File: config.mk
export PLATFORM = sky130hd
export DESIGN_NAME = fiw_ctrl
export DESIGN_NICKNAME = d
export VERILOG_FILES = /design/src/rtl/fiw_pkg.sv /design/src/rtl/fiw_ctrl.sv /design/src/rtl/fiw_page_store.sv /design/src/rtl/fiw_reg_port.sv
export SDC_FILE = /design/constraint.sdc
export NUM_CORES = 1
export LEC_CHECK = 0
export BUFFER_PORTS_ARGS = -buffer_cell sky130_fd_sc_hd__buf_4
export CAP_MARGIN = 15
export CORE_MARGIN = 3
export CORE_UTILIZATION = 50
export CTS_CLUSTER_DIAMETER = 200
export DETAILED_ROUTE_END_ITERATION = 16
export GPL_ROUTABILITY_DRIVEN = 0
export GPL_TIMING_DRIVEN = 1
export PLACE_DENSITY_LB_ADDON = 0.25
export SLEW_MARGIN = 20
export SYNTH_ARGS = -nofsm -noshare
export SYNTH_HDL_FRONTEND = slang
export SYNTH_SLANG_ARGS = --single-unit
File: constraint.sdc
create_clock -name clk_i -period 3.6 [get_ports clk_i]
set_input_delay 0.72 -clock clk_i [delete_from_list [all_inputs] [get_ports clk_i]]
set_output_delay 0.72 -clock clk_i [all_outputs]
set_load 0.03 [all_outputs]
File: src/rtl/fiw_pkg.sv
// Constants and types shared by the flash update controller
package fiw_pkg;

  // Device register indices
  localparam logic [3:0] REG_CTRL    = 4'h0;
  localparam logic [3:0] REG_BUFCTL  = 4'h1;
  localparam logic [3:0] REG_ADDR_LO = 4'h2;
  localparam logic [3:0] REG_ADDR_HI = 4'h3;
  localparam logic [3:0] REG_WD_LO   = 4'h4;
  localparam logic [3:0] REG_WD_HI   = 4'h5;
  localparam logic [3:0] REG_K1_LO   = 4'h6;
  localparam logic [3:0] REG_K1_HI   = 4'h7;
  localparam logic [3:0] REG_K2_LO   = 4'h8;
  localparam logic [3:0] REG_K2_HI   = 4'h9;
  localparam logic [3:0] REG_K3_LO   = 4'ha;
  localparam logic [3:0] REG_K3_HI   = 4'hb;

  // Control and buffer control register field positions
  localparam int CTRL_EN_BIT   = 7;
  localparam int CTRL_MODE_LSB = 4;
  localparam int CTRL_TRIG_BIT = 3;
  localparam int CTRL_INIT_BIT = 2;
  localparam int BUF_CLR_BIT   = 0;

  // Operation mode codes
  localparam logic [2:0] MODE_WRITE  = 3'h0;
  localparam logic [2:0] MODE_ERASE  = 3'h1;
  localparam logic [2:0] MODE_UNLOCK = 3'h6;

  // Key sequence: register and byte for step 0 at the low end
  localparam logic [23:0] KEY_REG_SEQ = {REG_K3_HI, REG_K2_HI, REG_K1_HI,
                                         REG_K3_LO, REG_K2_LO, REG_K1_LO};
  localparam logic [47:0] KEY_BYTE_SEQ = 48'h40_09_04_c3_0d_00;
  localparam logic [2:0]  KEY_LAST     = 3'h5;

  // Page geometry, erased value, retry limit and register reset value
  localparam logic [5:0]  PAGE_LAST  = 6'h3f;
  localparam logic [15:0] ERASED_VAL = 16'h0000;
  localparam logic [2:0]  RETRY_MAX  = 3'h4;
  localparam logic [7:0]  REG_RESET  = 8'h00;

  // User commands
  typedef enum logic [1:0] {
    CMD_UNLOCK,
    CMD_ERASE,
    CMD_WRITE,
    CMD_DISABLE
  } fiw_cmd_type;

  // One device register access
  typedef struct packed {
    logic       read;
    logic [3:0] addr;
    logic [7:0] wdata;
  } fiw_reg_op_type;

endpackage

File: src/rtl/fiw_ctrl.sv
// Controller that unlocks, erases, programs and verifies one flash page
`timescale 1ns/1ps
module fiw_ctrl (
  // Clock and reset
  input  wire logic                 clk_i,
  input  wire logic                 reset_n_i,
  // User command
  input  wire logic                 cmd_valid_i,
  input  wire fiw_pkg::fiw_cmd_type cmd_code_i,
  input  wire logic [8:0]           cmd_page_i,
  input  wire logic [6:0]           cmd_count_i,
  output logic                      cmd_ready_o,
  output logic                      done_o,
  output logic                      fail_o,
  output logic                      enabled_o,
  // Page data load
  input  wire logic                 load_we_i,
  input  wire logic [5:0]           load_idx_i,
  input  wire logic [15:0]          load_data_i,
  // Device registers
  output logic [3:0]                dev_addr_o,
  output logic [7:0]                dev_wdata_o,
  output logic                      dev_wr_o,
  output logic                      dev_rd_o,
  input  wire logic [7:0]           dev_rdata_i,
  input  wire logic                 dev_ack_i,
  // Flash table read
  output logic                      tr_req_o,
  output logic [14:0]               tr_addr_o,
  input  wire logic [15:0]          tr_data_i,
  input  wire logic                 tr_ack_i
);

  typedef enum logic [4:0] {
    ST_IDLE,
    ST_UNL_MODE,
    ST_UNL_TRIG,
    ST_UNL_KEY,
    ST_UNL_POLL,
    ST_ADDR_L,
    ST_ADDR_H,
    ST_ERS_GO,
    ST_WR_MODE,
    ST_LOAD_L,
    ST_LOAD_H,
    ST_WR_GO,
    ST_INIT_POLL,
    ST_VERIFY,
    ST_CLR_GO,
    ST_CLR_POLL,
    ST_DIS,
    ST_DONE
  } fiw_state_type;

  // Reset release through two flops
  logic rst_q1;
  logic rst_n;

  always_ff @(posedge clk_i or negedge reset_n_i) begin
    if (!reset_n_i) begin
      rst_q1 <= 1'b0;
      rst_n  <= 1'b0;
    end else begin
      rst_q1 <= 1'b1;
      rst_n  <= rst_q1;
    end
  end

  fiw_state_type state;
  fiw_state_type next_state;
  logic [5:0]    idx;
  logic [5:0]    next_idx;
  logic [2:0]    tries;
  logic [2:0]    next_tries;
  logic          writing;
  logic          next_writing;
  logic          is_write;
  logic [8:0]    page;
  logic [5:0]    last;
  logic          op_req;
  logic          op_pend;
  logic          op_done;
  logic [7:0]    op_rdata;
  logic [15:0]   store_word;
  logic          next_fail;
  logic          next_en;

  fiw_pkg::fiw_reg_op_type op;

  // Control register image; enable bit kept at one in erase and write steps since writing one is harmless, zero in unlock and disable steps
  function automatic logic [7:0] ctrl_val(input logic en, input logic [2:0] mode,
                                          input logic trig, input logic init);
    ctrl_val = {en, mode, trig, init, 2'b00};
  endfunction

  // Decoded conditions
  wire accept    = (state == ST_IDLE) && cmd_valid_i;
  wire [5:0] fin = writing ? last : fiw_pkg::PAGE_LAST;
  wire [15:0] expect_word = writing ? store_word : fiw_pkg::ERASED_VAL;
  wire word_bad  = tr_data_i != expect_word;
  wire out_of_tries = tries == fiw_pkg::RETRY_MAX;
  wire trig_busy = op_rdata[fiw_pkg::CTRL_TRIG_BIT];
  wire init_busy = op_rdata[fiw_pkg::CTRL_INIT_BIT];
  wire clr_busy  = op_rdata[fiw_pkg::BUF_CLR_BIT];
  wire en_seen   = op_rdata[fiw_pkg::CTRL_EN_BIT];
  wire op_state  = (state != ST_IDLE) && (state != ST_VERIFY) && (state != ST_DONE);
  wire [14:0] page_base = {page, 6'h00};

  // Register access for the current step
  always_comb begin
    op.read  = 1'b0;
    op.addr  = fiw_pkg::REG_CTRL;
    op.wdata = fiw_pkg::REG_RESET;
    case (state)
      ST_UNL_MODE: begin
        op.wdata = ctrl_val(1'b0, fiw_pkg::MODE_UNLOCK, 1'b0, 1'b0);
      end
      ST_UNL_TRIG: begin
        op.wdata = ctrl_val(1'b0, fiw_pkg::MODE_UNLOCK, 1'b1, 1'b0);
      end
      ST_UNL_KEY: begin
        // Low bytes first, then high bytes, all inside the window
        op.addr  = fiw_pkg::KEY_REG_SEQ[idx[2:0]*4 +: 4];
        op.wdata = fiw_pkg::KEY_BYTE_SEQ[idx[2:0]*8 +: 8];
      end
      ST_UNL_POLL, ST_INIT_POLL: begin
        op.read = 1'b1;
      end
      ST_ADDR_L: begin
        op.addr  = fiw_pkg::REG_ADDR_LO;
        op.wdata = page_base[7:0];
      end
      ST_ADDR_H: begin
        op.addr  = fiw_pkg::REG_ADDR_HI;
        op.wdata = {1'b0, page_base[14:8]};
      end
      ST_ERS_GO: begin
        op.wdata = ctrl_val(1'b1, fiw_pkg::MODE_ERASE, 1'b0, 1'b1);
      end
      ST_WR_MODE: begin
        op.wdata = ctrl_val(1'b1, fiw_pkg::MODE_WRITE, 1'b0, 1'b0);
      end
      ST_LOAD_L: begin
        op.addr  = fiw_pkg::REG_WD_LO;
        op.wdata = store_word[7:0];
      end
      ST_LOAD_H: begin
        op.addr  = fiw_pkg::REG_WD_HI;
        op.wdata = store_word[15:8];
      end
      ST_WR_GO: begin
        op.wdata = ctrl_val(1'b1, fiw_pkg::MODE_WRITE, 1'b0, 1'b1);
      end
      ST_CLR_GO: begin
        op.addr  = fiw_pkg::REG_BUFCTL;
        op.wdata = 8'h01 << fiw_pkg::BUF_CLR_BIT;
      end
      ST_CLR_POLL: begin
        op.read = 1'b1;
        op.addr = fiw_pkg::REG_BUFCTL;
      end
      ST_DIS: begin
        op.wdata = ctrl_val(1'b0, fiw_pkg::MODE_WRITE, 1'b0, 1'b0);
      end
      default: begin
        op.read = 1'b0;
      end
    endcase
  end

  // Sequencer
  always_comb begin
    next_state   = state;
    next_idx     = idx;
    next_tries   = tries;
    next_writing = writing;
    next_fail    = fail_o;
    next_en      = enabled_o;
    case (state)
      ST_IDLE: begin
        if (accept) begin
          next_idx     = 6'h00;
          next_tries   = 3'h0;
          next_writing = 1'b0;
          next_fail    = 1'b0;
          case (cmd_code_i)
            fiw_pkg::CMD_UNLOCK:  next_state = ST_UNL_MODE;
            fiw_pkg::CMD_DISABLE: next_state = ST_DIS;
            default:              next_state = ST_ADDR_L;
          endcase
        end
      end
      ST_UNL_MODE: if (op_done) next_state = ST_UNL_TRIG;
      ST_UNL_TRIG: if (op_done) next_state = ST_UNL_KEY;
      ST_UNL_KEY: begin
        if (op_done) begin
          next_idx = idx + 6'h01;
          if (idx[2:0] == fiw_pkg::KEY_LAST) begin
            next_idx   = 6'h00;
            next_state = ST_UNL_POLL;
          end
        end
      end
      ST_UNL_POLL: begin
        // Trigger drops when the window closes; only then is the key judged
        if (op_done && !trig_busy) begin
          if (en_seen) begin
            next_en    = 1'b1;
            next_state = ST_DONE;
          end else if (out_of_tries) begin
            next_fail  = 1'b1;
            next_state = ST_DONE;
          end else begin
            next_tries = tries + 3'h1;
            next_state = ST_UNL_MODE;
          end
        end
      end
      ST_ADDR_L: if (op_done) next_state = ST_ADDR_H;
      ST_ADDR_H: begin
        if (op_done) begin
          next_idx   = 6'h00;
          next_state = writing ? ST_LOAD_L : ST_ERS_GO;
        end
      end
      ST_ERS_GO: if (op_done) next_state = ST_INIT_POLL;
      ST_WR_MODE: if (op_done) next_state = ST_ADDR_L;
      ST_LOAD_L: if (op_done) next_state = ST_LOAD_H;
      ST_LOAD_H: begin
        if (op_done) begin
          // Never more than the page; the device would pin at its last word
          if (idx == last) begin
            next_idx   = 6'h00;
            next_state = ST_WR_GO;
          end else begin
            next_idx   = idx + 6'h01;
            next_state = ST_LOAD_L;
          end
        end
      end
      ST_WR_GO: if (op_done) next_state = ST_INIT_POLL;
      ST_INIT_POLL: begin
        // Reads stall while the processor is held, so each poll may take long
        if (op_done && !init_busy) begin
          next_idx   = 6'h00;
          next_state = ST_VERIFY;
        end
      end
      ST_VERIFY: begin
        if (tr_ack_i) begin
          if (word_bad && out_of_tries) begin
            next_fail  = 1'b1;
            next_state = ST_DONE;
          end else if (word_bad) begin
            next_tries = tries + 3'h1;
            next_state = writing ? ST_CLR_GO : ST_ADDR_L;
          end else if (idx == fin) begin
            next_tries   = 3'h0;
            next_writing = 1'b1;
            next_state   = (is_write && !writing) ? ST_WR_MODE : ST_DONE;
          end else begin
            next_idx = idx + 6'h01;
          end
        end
      end
      ST_CLR_GO: if (op_done) next_state = ST_CLR_POLL;
      ST_CLR_POLL: begin
        // Rewrite the same page with no erase once the buffer is empty
        if (op_done && !clr_busy) next_state = ST_ADDR_L;
      end
      ST_DIS: begin
        if (op_done) begin
          next_en    = 1'b0;
          next_state = ST_DONE;
        end
      end
      ST_DONE: next_state = ST_IDLE;
      default: next_state = ST_IDLE;
    endcase
  end

  // State registers
  always_ff @(posedge clk_i or negedge rst_n) begin
    if (!rst_n) begin
      state     <= ST_IDLE;
      idx       <= 6'h00;
      tries     <= 3'h0;
      writing   <= 1'b0;
      fail_o    <= 1'b0;
      enabled_o <= 1'b0;
    end else begin
      state     <= next_state;
      idx       <= next_idx;
      tries     <= next_tries;
      writing   <= next_writing;
      fail_o    <= next_fail;
      enabled_o <= next_en;
    end
  end

  // Command latch; a count of 0 or 64 both mean a full page
  always_ff @(posedge clk_i or negedge rst_n) begin
    if (!rst_n) begin
      page     <= 9'h000;
      last     <= fiw_pkg::PAGE_LAST;
      is_write <= 1'b0;
    end else if (accept) begin
      page     <= cmd_page_i;
      last     <= 6'(cmd_count_i - 7'h01);
      is_write <= cmd_code_i == fiw_pkg::CMD_WRITE;
    end
  end

  // Handshake flags and status outputs
  always_ff @(posedge clk_i or negedge rst_n) begin
    if (!rst_n) begin
      op_req      <= 1'b0;
      op_pend     <= 1'b0;
      tr_req_o    <= 1'b0;
      tr_addr_o   <= 15'h0000;
      cmd_ready_o <= 1'b0;
      done_o      <= 1'b0;
    end else begin
      op_req      <= op_state && !op_pend && !op_req;
      op_pend     <= op_req || (op_pend && !op_done);
      tr_req_o    <= (state == ST_VERIFY) && !tr_ack_i;
      tr_addr_o   <= page_base | {9'h000, idx};
      cmd_ready_o <= next_state == ST_IDLE;
      done_o      <= state == ST_DONE;
    end
  end

  fiw_page_store u_store (
    .clk_i   (clk_i),
    .we_i    (load_we_i),
    .widx_i  (load_idx_i),
    .wdata_i (load_data_i),
    .ridx_i  (idx),
    .rdata_o (store_word)
  );

  fiw_reg_port u_port (
    .clk_i       (clk_i),
    .rst_n_i     (rst_n),
    .req_i       (op_req),
    .op_i        (op),
    .done_o      (op_done),
    .rdata_o     (op_rdata),
    .dev_addr_o  (dev_addr_o),
    .dev_wdata_o (dev_wdata_o),
    .dev_wr_o    (dev_wr_o),
    .dev_rd_o    (dev_rd_o),
    .dev_rdata_i (dev_rdata_i),
    .dev_ack_i   (dev_ack_i)
  );

endmodule

File: src/rtl/fiw_page_store.sv
// Local copy of one page of write data, kept for reload after a failed check
`timescale 1ns/1ps
module fiw_page_store (
  // Clock
  input  wire logic        clk_i,
  // Load port
  input  wire logic        we_i,
  input  wire logic [5:0]  widx_i,
  input  wire logic [15:0] wdata_i,
  // Read port
  input  wire logic [5:0]  ridx_i,
  output logic      [15:0] rdata_o
);

  logic [15:0] mem [64];

  // No reset: contents are defined by the user before any write command
  always_ff @(posedge clk_i) begin
    if (we_i) begin
      mem[widx_i] <= wdata_i;
    end
  end

  assign rdata_o = mem[ridx_i];

endmodule

File: src/rtl/fiw_reg_port.sv
// Single-access engine for the device register interface
`timescale 1ns/1ps
module fiw_reg_port (
  // Clock and reset
  input  wire logic                    clk_i,
  input  wire logic                    rst_n_i,
  // Request side
  input  wire logic                    req_i,
  input  wire fiw_pkg::fiw_reg_op_type op_i,
  output logic                         done_o,
  output logic [7:0]                   rdata_o,
  // Device register pins
  output logic [3:0]                   dev_addr_o,
  output logic [7:0]                   dev_wdata_o,
  output logic                         dev_wr_o,
  output logic                         dev_rd_o,
  input  wire logic [7:0]              dev_rdata_i,
  input  wire logic                    dev_ack_i
);

  logic busy;
  wire  start  = req_i && !busy;
  wire  finish = busy && dev_ack_i;

  // Strobe held until the device acknowledges; a stalled device just delays it
  always_ff @(posedge clk_i or negedge rst_n_i) begin
    if (!rst_n_i) begin
      busy        <= 1'b0;
      done_o      <= 1'b0;
      rdata_o     <= fiw_pkg::REG_RESET;
      dev_addr_o  <= 4'h0;
      dev_wdata_o <= fiw_pkg::REG_RESET;
      dev_wr_o    <= 1'b0;
      dev_rd_o    <= 1'b0;
    end else begin
      done_o <= finish;
      if (start) begin
        busy        <= 1'b1;
        dev_addr_o  <= op_i.addr;
        dev_wdata_o <= op_i.wdata;
        dev_wr_o    <= !op_i.read;
        dev_rd_o    <= op_i.read;
      end else if (finish) begin
        busy     <= 1'b0;
        dev_wr_o <= 1'b0;
        dev_rd_o <= 1'b0;
        rdata_o  <= dev_rdata_i;
      end
    end
  end

endmodule

# Word-level counts from Yosys, hierarchy flattened
# Memory sizes are Yosys's and may differ from the RTL's.
# Index checks and enable logic that the tools add are counted.
dict set report word_totals {
  output_inout_bits 34
  ff_bits 79
  elab_cells 195
  memories 1
  in_bits 70
  ramBits 1024
}
# memory depth word_bits read_ports rd_ports_with_merged_regs wr line_no
set memory_table {}
lappend memory_table {u_store.mem 64 16 1 0 1 fiw_page_store.sv:15} ;# logic [15:0] mem [64];
dict set report op_classes {
  bitwise 2
  addsub 3
  n_shift 2
  eq_ne 44
  muxes 76
  reduce_logical 43
}
# op n
set op_table {}
lappend op_table {{two-way mux 5 bit} 23}
lappend op_table {{case mux 8 bit (11 select lines)} 1}
lappend op_table {{case mux 5 bit (16 select lines)} 1}
lappend op_table {{two-way mux 6 bit} 12}
lappend op_table {{variable part select 48 x 7 -> 8 bit, first input constant} 1}
lappend op_table {{== test 5 x 4 -> 1 bit, second input constant} 8}
lappend op_table {{case mux 6 bit (6 select lines)} 1}
lappend op_table {{two-way mux 3 bit} 8}
lappend op_table {{!= test 2 bit, second input constant} 12}
lappend op_table {{case mux 4 bit (6 select lines)} 1}
lappend op_table {{variable part select 24 x 6 -> 4 bit, first input constant} 1}
lappend op_table {{== test 5 x 3 -> 1 bit, second input constant} 4}
lappend op_table {{two-way mux 1 bit} 20}
lappend op_table {{two-way mux 16 bit} 1}
lappend op_table {{!= test 16 bit} 1}
lappend op_table {{OR 15 x 6 -> 15 bit} 1}
lappend op_table {{logical AND 1 bit} 14}
lappend op_table {{== test 6 bit} 2}
lappend op_table {{== test 5 x 2 -> 1 bit, second input constant} 2}
lappend op_table {{== test 5 bit, second input constant} 2}
lappend op_table {{zero test 1 bit} 10}
lappend op_table {{zero test 5 bit} 2}
lappend op_table {{!= test 2 x 1 -> 1 bit, second input constant} 5}
lappend op_table {{case mux 5 bit (2 select lines)} 1}
lappend op_table {{other kinds (29)} 36}

# Depth between registers and ports, before layout
dict set report logic_depth {
  ltp_word 9
  ltp_mapped 20
  mapped_depth_nobuf 12
}

# Hierarchy
# From an unflattened synthesis, not the netlist that was laid out.
dict set report hier_totals {
  cells_unflattened 2295
  area_unflattened_um2 44386.3
}
# mod cells_per_inst n_inst area_per_inst_um2
set modules_own_cells {}
lappend modules_own_cells {fiw_page_store 1813 1 39726.9}
lappend modules_own_cells {fiw_ctrl 424 1 3702.3}
lappend modules_own_cells {fiw_reg_port 58 1 957.2}

# Least setup slack after synthesis
# No wires, ideal clock.
dict set report synth_timing {
  kind {register -> register}
  start {register idx[0]}
  end {register idx[3]}
  required_time_ns 3.496
  stages_incl_launch_ff 15
  t_arrival_ns 4.084
  setup_ns 0.104
  slack_ns -0.587
  n_path_buf 4
  path_cell_list {dfrtp_1 -> buf_6 -> buf_4 -> buf_6 -> buf_2 -> mux4_2 -> mux4_2 -> a32oi_2 -> o21ai_1 -> a211oi_2 -> o221ai_1 -> nor4_4 -> a31oi_2 -> or2_1 -> o41ai_2}
}
dict set report synth_between {
  elab_chain_len 6
  word_cells_on_any_way 21
  cone_classes {1 x add/sub; 7 x eq/ne; 10 x mux; 2 x reduce/logical; 1 x memory}
}
# item line_no
set synth_rtl {}
lappend synth_rtl {{from (decl)} fiw_ctrl.sv:71} ;# logic [5:0] idx;
lappend synth_rtl {{from (signal assigned)} fiw_ctrl.sv:293} ;# idx <= next_idx;
lappend synth_rtl {{memory (64 x 16 bit) or adder 6 x 1 -> 6 bit (tied branches)} --}
lappend synth_rtl {{two-way mux 16 bit or two-way mux 6 bit (tied branches)} {fiw_ctrl.sv:99, fiw_ctrl.sv:257}}
lappend synth_rtl {{!= test 16 bit or two-way mux 6 bit (tied branches)} {fiw_ctrl.sv:100, fiw_ctrl.sv:254}}
lappend synth_rtl {{logical AND 1 bit or two-way mux 6 bit (tied branches)} fiw_ctrl.sv:251} ;# if (word_bad && out_of_tries) begin
lappend synth_rtl {{!= test 2 bit (no line) or two-way mux 6 bit (tied branches)} --}
lappend synth_rtl {{AND reduction 10 bit (no line) or case mux 6 bit (6 select lines) (tied branches)} --}
# Several ways; a longest one is shown, not always the timed one. The select of a mux whose other input is x is not followed.
# A chain may end at the register's enable or synchronous reset.

# Worst setup path in the final report
dict set report layout_timing {
  start {register idx[0]}
  end {register cmd_ready_o}
}
dict set report layout_between {
  elab_chain_len 8
  word_cells_on_any_way 17
  cone_classes {4 x eq/ne; 10 x mux; 2 x reduce/logical; 1 x memory}
}
# item line_no
set layout_rtl {}
lappend layout_rtl {{memory (64 x 16 bit)} --}
lappend layout_rtl {{two-way mux 16 bit} fiw_ctrl.sv:99} ;# wire [15:0] expect_word = writing ? store_word : fiw_pkg::ERASED_VAL;
lappend layout_rtl {{!= test 16 bit} fiw_ctrl.sv:100} ;# wire word_bad = tr_data_i != expect_word;
lappend layout_rtl {{two-way mux 5 bit or logical AND 1 bit (tied branches)} {fiw_ctrl.sv:254, fiw_ctrl.sv:251}}
lappend layout_rtl {{two-way mux 5 bit} fiw_ctrl.sv:251}
lappend layout_rtl {{two-way mux 5 bit} fiw_ctrl.sv:250} ;# if (tr_ack_i) begin
lappend layout_rtl {{case mux 5 bit (16 select lines) *} fiw_ctrl.sv:179} ;# case (state)
lappend layout_rtl {{zero test 5 bit *} fiw_ctrl.sv:328} ;# cmd_ready_o <= next_state == ST_IDLE;
lappend layout_rtl {{to (signal assigned)} fiw_ctrl.sv:321} ;# cmd_ready_o <= 1'b0;
lappend layout_rtl {{to (signal assigned)} fiw_ctrl.sv:328}
lappend layout_rtl {{to (decl)} fiw_ctrl.sv:12} ;# output logic cmd_ready_o,
# Mark *: on every way between the ends. The rest lies on a longest branch, timed or not.

==> impl_metrics.json <==
{
  "initial_core_util": 0.508,
  "overflow": 0,
  "setup-tns-final_ps": -11020,
  "via_count": 26060,
  "startpoint": "idx[0]$_DFFE_PN0P_",
  "maxCapViolCount": 0,
  "cts_buffers": 108,
  "die_x_um": 304,
  "setup_slack_ps": -759,
  "r2r-end": "cmd_ready_o$_DFF_PN0_",
  "stdcell_area_um2": 53600,
  "avgRoutedWirePerCell_um": 29.6,
  "p_per_area_nw_per_um2": 618,
  "rrSetupSlack_ps": -760,
  "layout_commonest_cell": "edfxtp_1",
  "path_class": "reg2reg",
  "die_h_um": 304,
  "crit_path_start_kind": "register",
  "ys_warn_count": 0,
  "hold_violations": 0,
  "first_pass_iters": 7,
  "yosysSeqAreaShare": 0.735,
  "min_period_ps": 4360,
  "layoutNonFillerInstCount": 4121,
  "min_period_over_period": 1.21,
  "vias_per_cell": 6.32,
  "violations": "setup timing",
  "grt_pass1_wl_um": 177000,
  "syn_to_final_growth_pct": 20.8,
  "synthFlopType": "edfxtp_1",
  "crit_fanout": 8,
  "crit_required_ps": 4210,
  "io_buffer_count": 98,
  "async_flop_share": 0.0682,
  "track_usage": 0.261,
  "finClkSkew_ps": 32.1,
  "die_area_um2": 92400,
  "dp.final_hpwl_um": 78400,
  "ioPinCount": 104,
  "clockBufferDepth": 3,
  "h-tree-depth": 3,
  "synth_area_um2": 44400,
  "synth_area_per_cell_um2": 18.6,
  "drive_above_1_share": 0.337,
  "drtAntennaViolNets": 0,
  "rr_startpoint": "idx[0]$_DFFE_PN0P_",
  "cts_tree": "built",
  "status": "complete, but fails checks",
  "drv_slew": 0,
  "crit_end": "cmd_ready_o$_DFF_PN0_",
  "cp.arrival_ps": 4970,
  "route.detailed.drc": 0,
  "worst_pin_slew_ps": 1010,
  "cts.sinks": 1099,
  "whs_ps": 236,
  "ys_types": 86,
  "clk_latency_ps": 710,
  "preCtsSetupSlack_ps": -1160,
  "worstSetupEndpointType": "register",
  "syn_inst": 2388,
  "holdCritPathClass": "in2reg",
  "power.leakage_uw": 0.0179,
  "r2r_cells": 17,
  "synth_edf_count": 1024,
  "cts.clk_slew.worst_paths_ps": 60,
  "ys_seq_elements": 1099,
  "antenna_found_initial": 3,
  "mostFrequentLayoutCells": "edfxtp_1, buf_4, mux4_2, nand2_1, nor2_1",
  "rsz0062_at_grt": "yes",
  "syn_nets": 2468,
  "nets": 2956,
  "rows": 108,
  "placed_area_um2": 49100,
  "root_buffer": "clkbuf_16",
  "dp_cells": 3886,
  "setup_viol": 17,
  "grt_max_degree": 65,
  "drt_iter0_markers": 3189,
  "ir_worst_vdd_uv": 532,
  "max_freq_mhz": 229,
  "first_global_vias": 25766,
  "maxSlewHeadroom": 0.324,
  "core-area_um2": 87400,
  "wirelength_um": 122000
}
==> metrics by stage <==
stage / util / total power (uW)
floorplan: - / 19000
global placement: 0.562 / 21200
detailed placement: 0.562 / 21300
CTS: 0.610 / 33100
global route: 0.613 / 34300
finish: 0.613 / 33200
==> per-layer routing <==
metal / global-route usage / up-vias / part of all wire
li1: - / 10763 / -
met1: 0.362 / 13598 / 0.39
met2: 0.426 / 1430 / 0.49
met3: 0.0410 / 269 / 0.084
met4: 0.0886 / 0 / 0.036
met5: 0 / - / 0
==> where the power goes <==
group / switching (uW) / total (uW) / internal [uW]
Clock: 4760 / 11400 / 6590
Sequential: 294 / 14600 / 14300
Combinational: 3650 / 7190 / 3530
Total: 8700 / 33200 / 24500
==> kinds of logic after synthesis <==
logic type / count (synthesis) / synth area share
buffers and inverters: 160 / 0.0187
other: 1 / 0.0000845
AO/OA/AOI/OAI: 348 / 0.0557
AND/OR/NAND/NOR: 420 / 0.0450
flip-flops: 1099 / 0.735
multiplexers: 339 / 0.141
adder cells (fa/ha/maj): 11 / 0.00304
XOR/XNOR: 10 / 0.00197
==> registers in the layout (all words and copies together), names as in the netlist, 3 cells and up <==
signal	flops
u_port.dev_addr_o	4
last	6
u_port.rdata_o	4
tr_addr_o	15
u_store.mem	1024
state	5
u_port.dev_wdata_o	8
idx	6
page	9
tries	3
==> area by class of cell <==
class,count,area (um2)
Clock inverter,67,763
Multi-Input combinational cell,1129,11400
Fill cell,6127,33800
Antenna cell,2,5.00
Clock buffer,131,2820
Timing Repair Buffer,507,4430
Inverter,31,116
Sequential cell,1099,32600
Tap cell,1155,1450
==> synthesized netlist by cell type (all sizes together), types with 7 or more instances <==
| cell type | n | area (um2) |
|---|---|---|
| a21o | 11 | 82.6 |
| o221ai | 36 | 315 |
| nor2b | 17 | 106 |
| o22ai | 22 | 138 |
| inv | 26 | 97.6 |
| a21oi | 57 | 289 |
| mux2i | 106 | 1060 |
| and2 | 11 | 68.8 |
| nor3b | 7 | 52.6 |
| buf | 73 | 505 |
| o21ai | 63 | 315 |
| nor3 | 35 | 180 |
| nor2 | 126 | 475 |
| or2 | 7 | 43.8 |
| mux4 | 227 | 5110 |
| nand3 | 21 | 105 |
| and3 | 8 | 50.1 |
| edfxtp | 1024 | 30700 |
| nand3b | 7 | 52.6 |
| dfrtp | 69 | 1730 |
| a31oi | 14 | 93.8 |
| ha | 10 | 125 |
| a22oi | 26 | 195 |
| a211oi | 15 | 123 |
| clkbuf | 56 | 210 |
| nand2b | 12 | 75.1 |
| o211ai | 9 | 67.6 |
| or3 | 11 | 68.8 |
| a221oi | 13 | 120 |
| o31ai | 7 | 52.6 |
| nand2 | 129 | 484 |
| a22o | 23 | 201 |
==> worst min-delay path by stage <==
stage / cells after the start / from / endpoint
after floorplan: 0 / rst_q1$_DFF_PN0_ / rst_n$_DFF_PN0_
after global placement: 0 / rst_q1$_DFF_PN0_ / rst_n$_DFF_PN0_
after detailed placement: 0 / rst_q1$_DFF_PN0_ / rst_n$_DFF_PN0_
after CTS: 3 / cmd_page_i[2] / page[2]$_DFFE_PN0P_
after global routing: 3 / cmd_page_i[3] / page[3]$_DFFE_PN0P_
final: 2 / cmd_count_i[0] / last[0]$_DFFE_PN1P_
==> worst max-delay path: stages, from the launching register on <==
cell,delay [ps]
dfrtp_4,500
buf_12,170
buf_16,160
buf_12,130
mux4_2,430
a22o_4,300
a221oi_4,280
buf_6,170
or3_1,100
mux2i_1,60
or4_1,490
nor3_2,210
o32ai_2,140
nor4_4,330
buf_6,180
a21oi_4,70
or4_4,450
a21oi_2,120
==> repair_timing <==
action                     in CTS  in global routing
cloned                          6                  0
gates resized for setup        62                 48
setup endpoints to repair      19                 17
setup buffers                  14                 19
hold buffers                    1                  0
pin swaps                       5                 31
hold endpoints to repair        2                  0
Note: power is estimated with default switching activity, not from simulation.
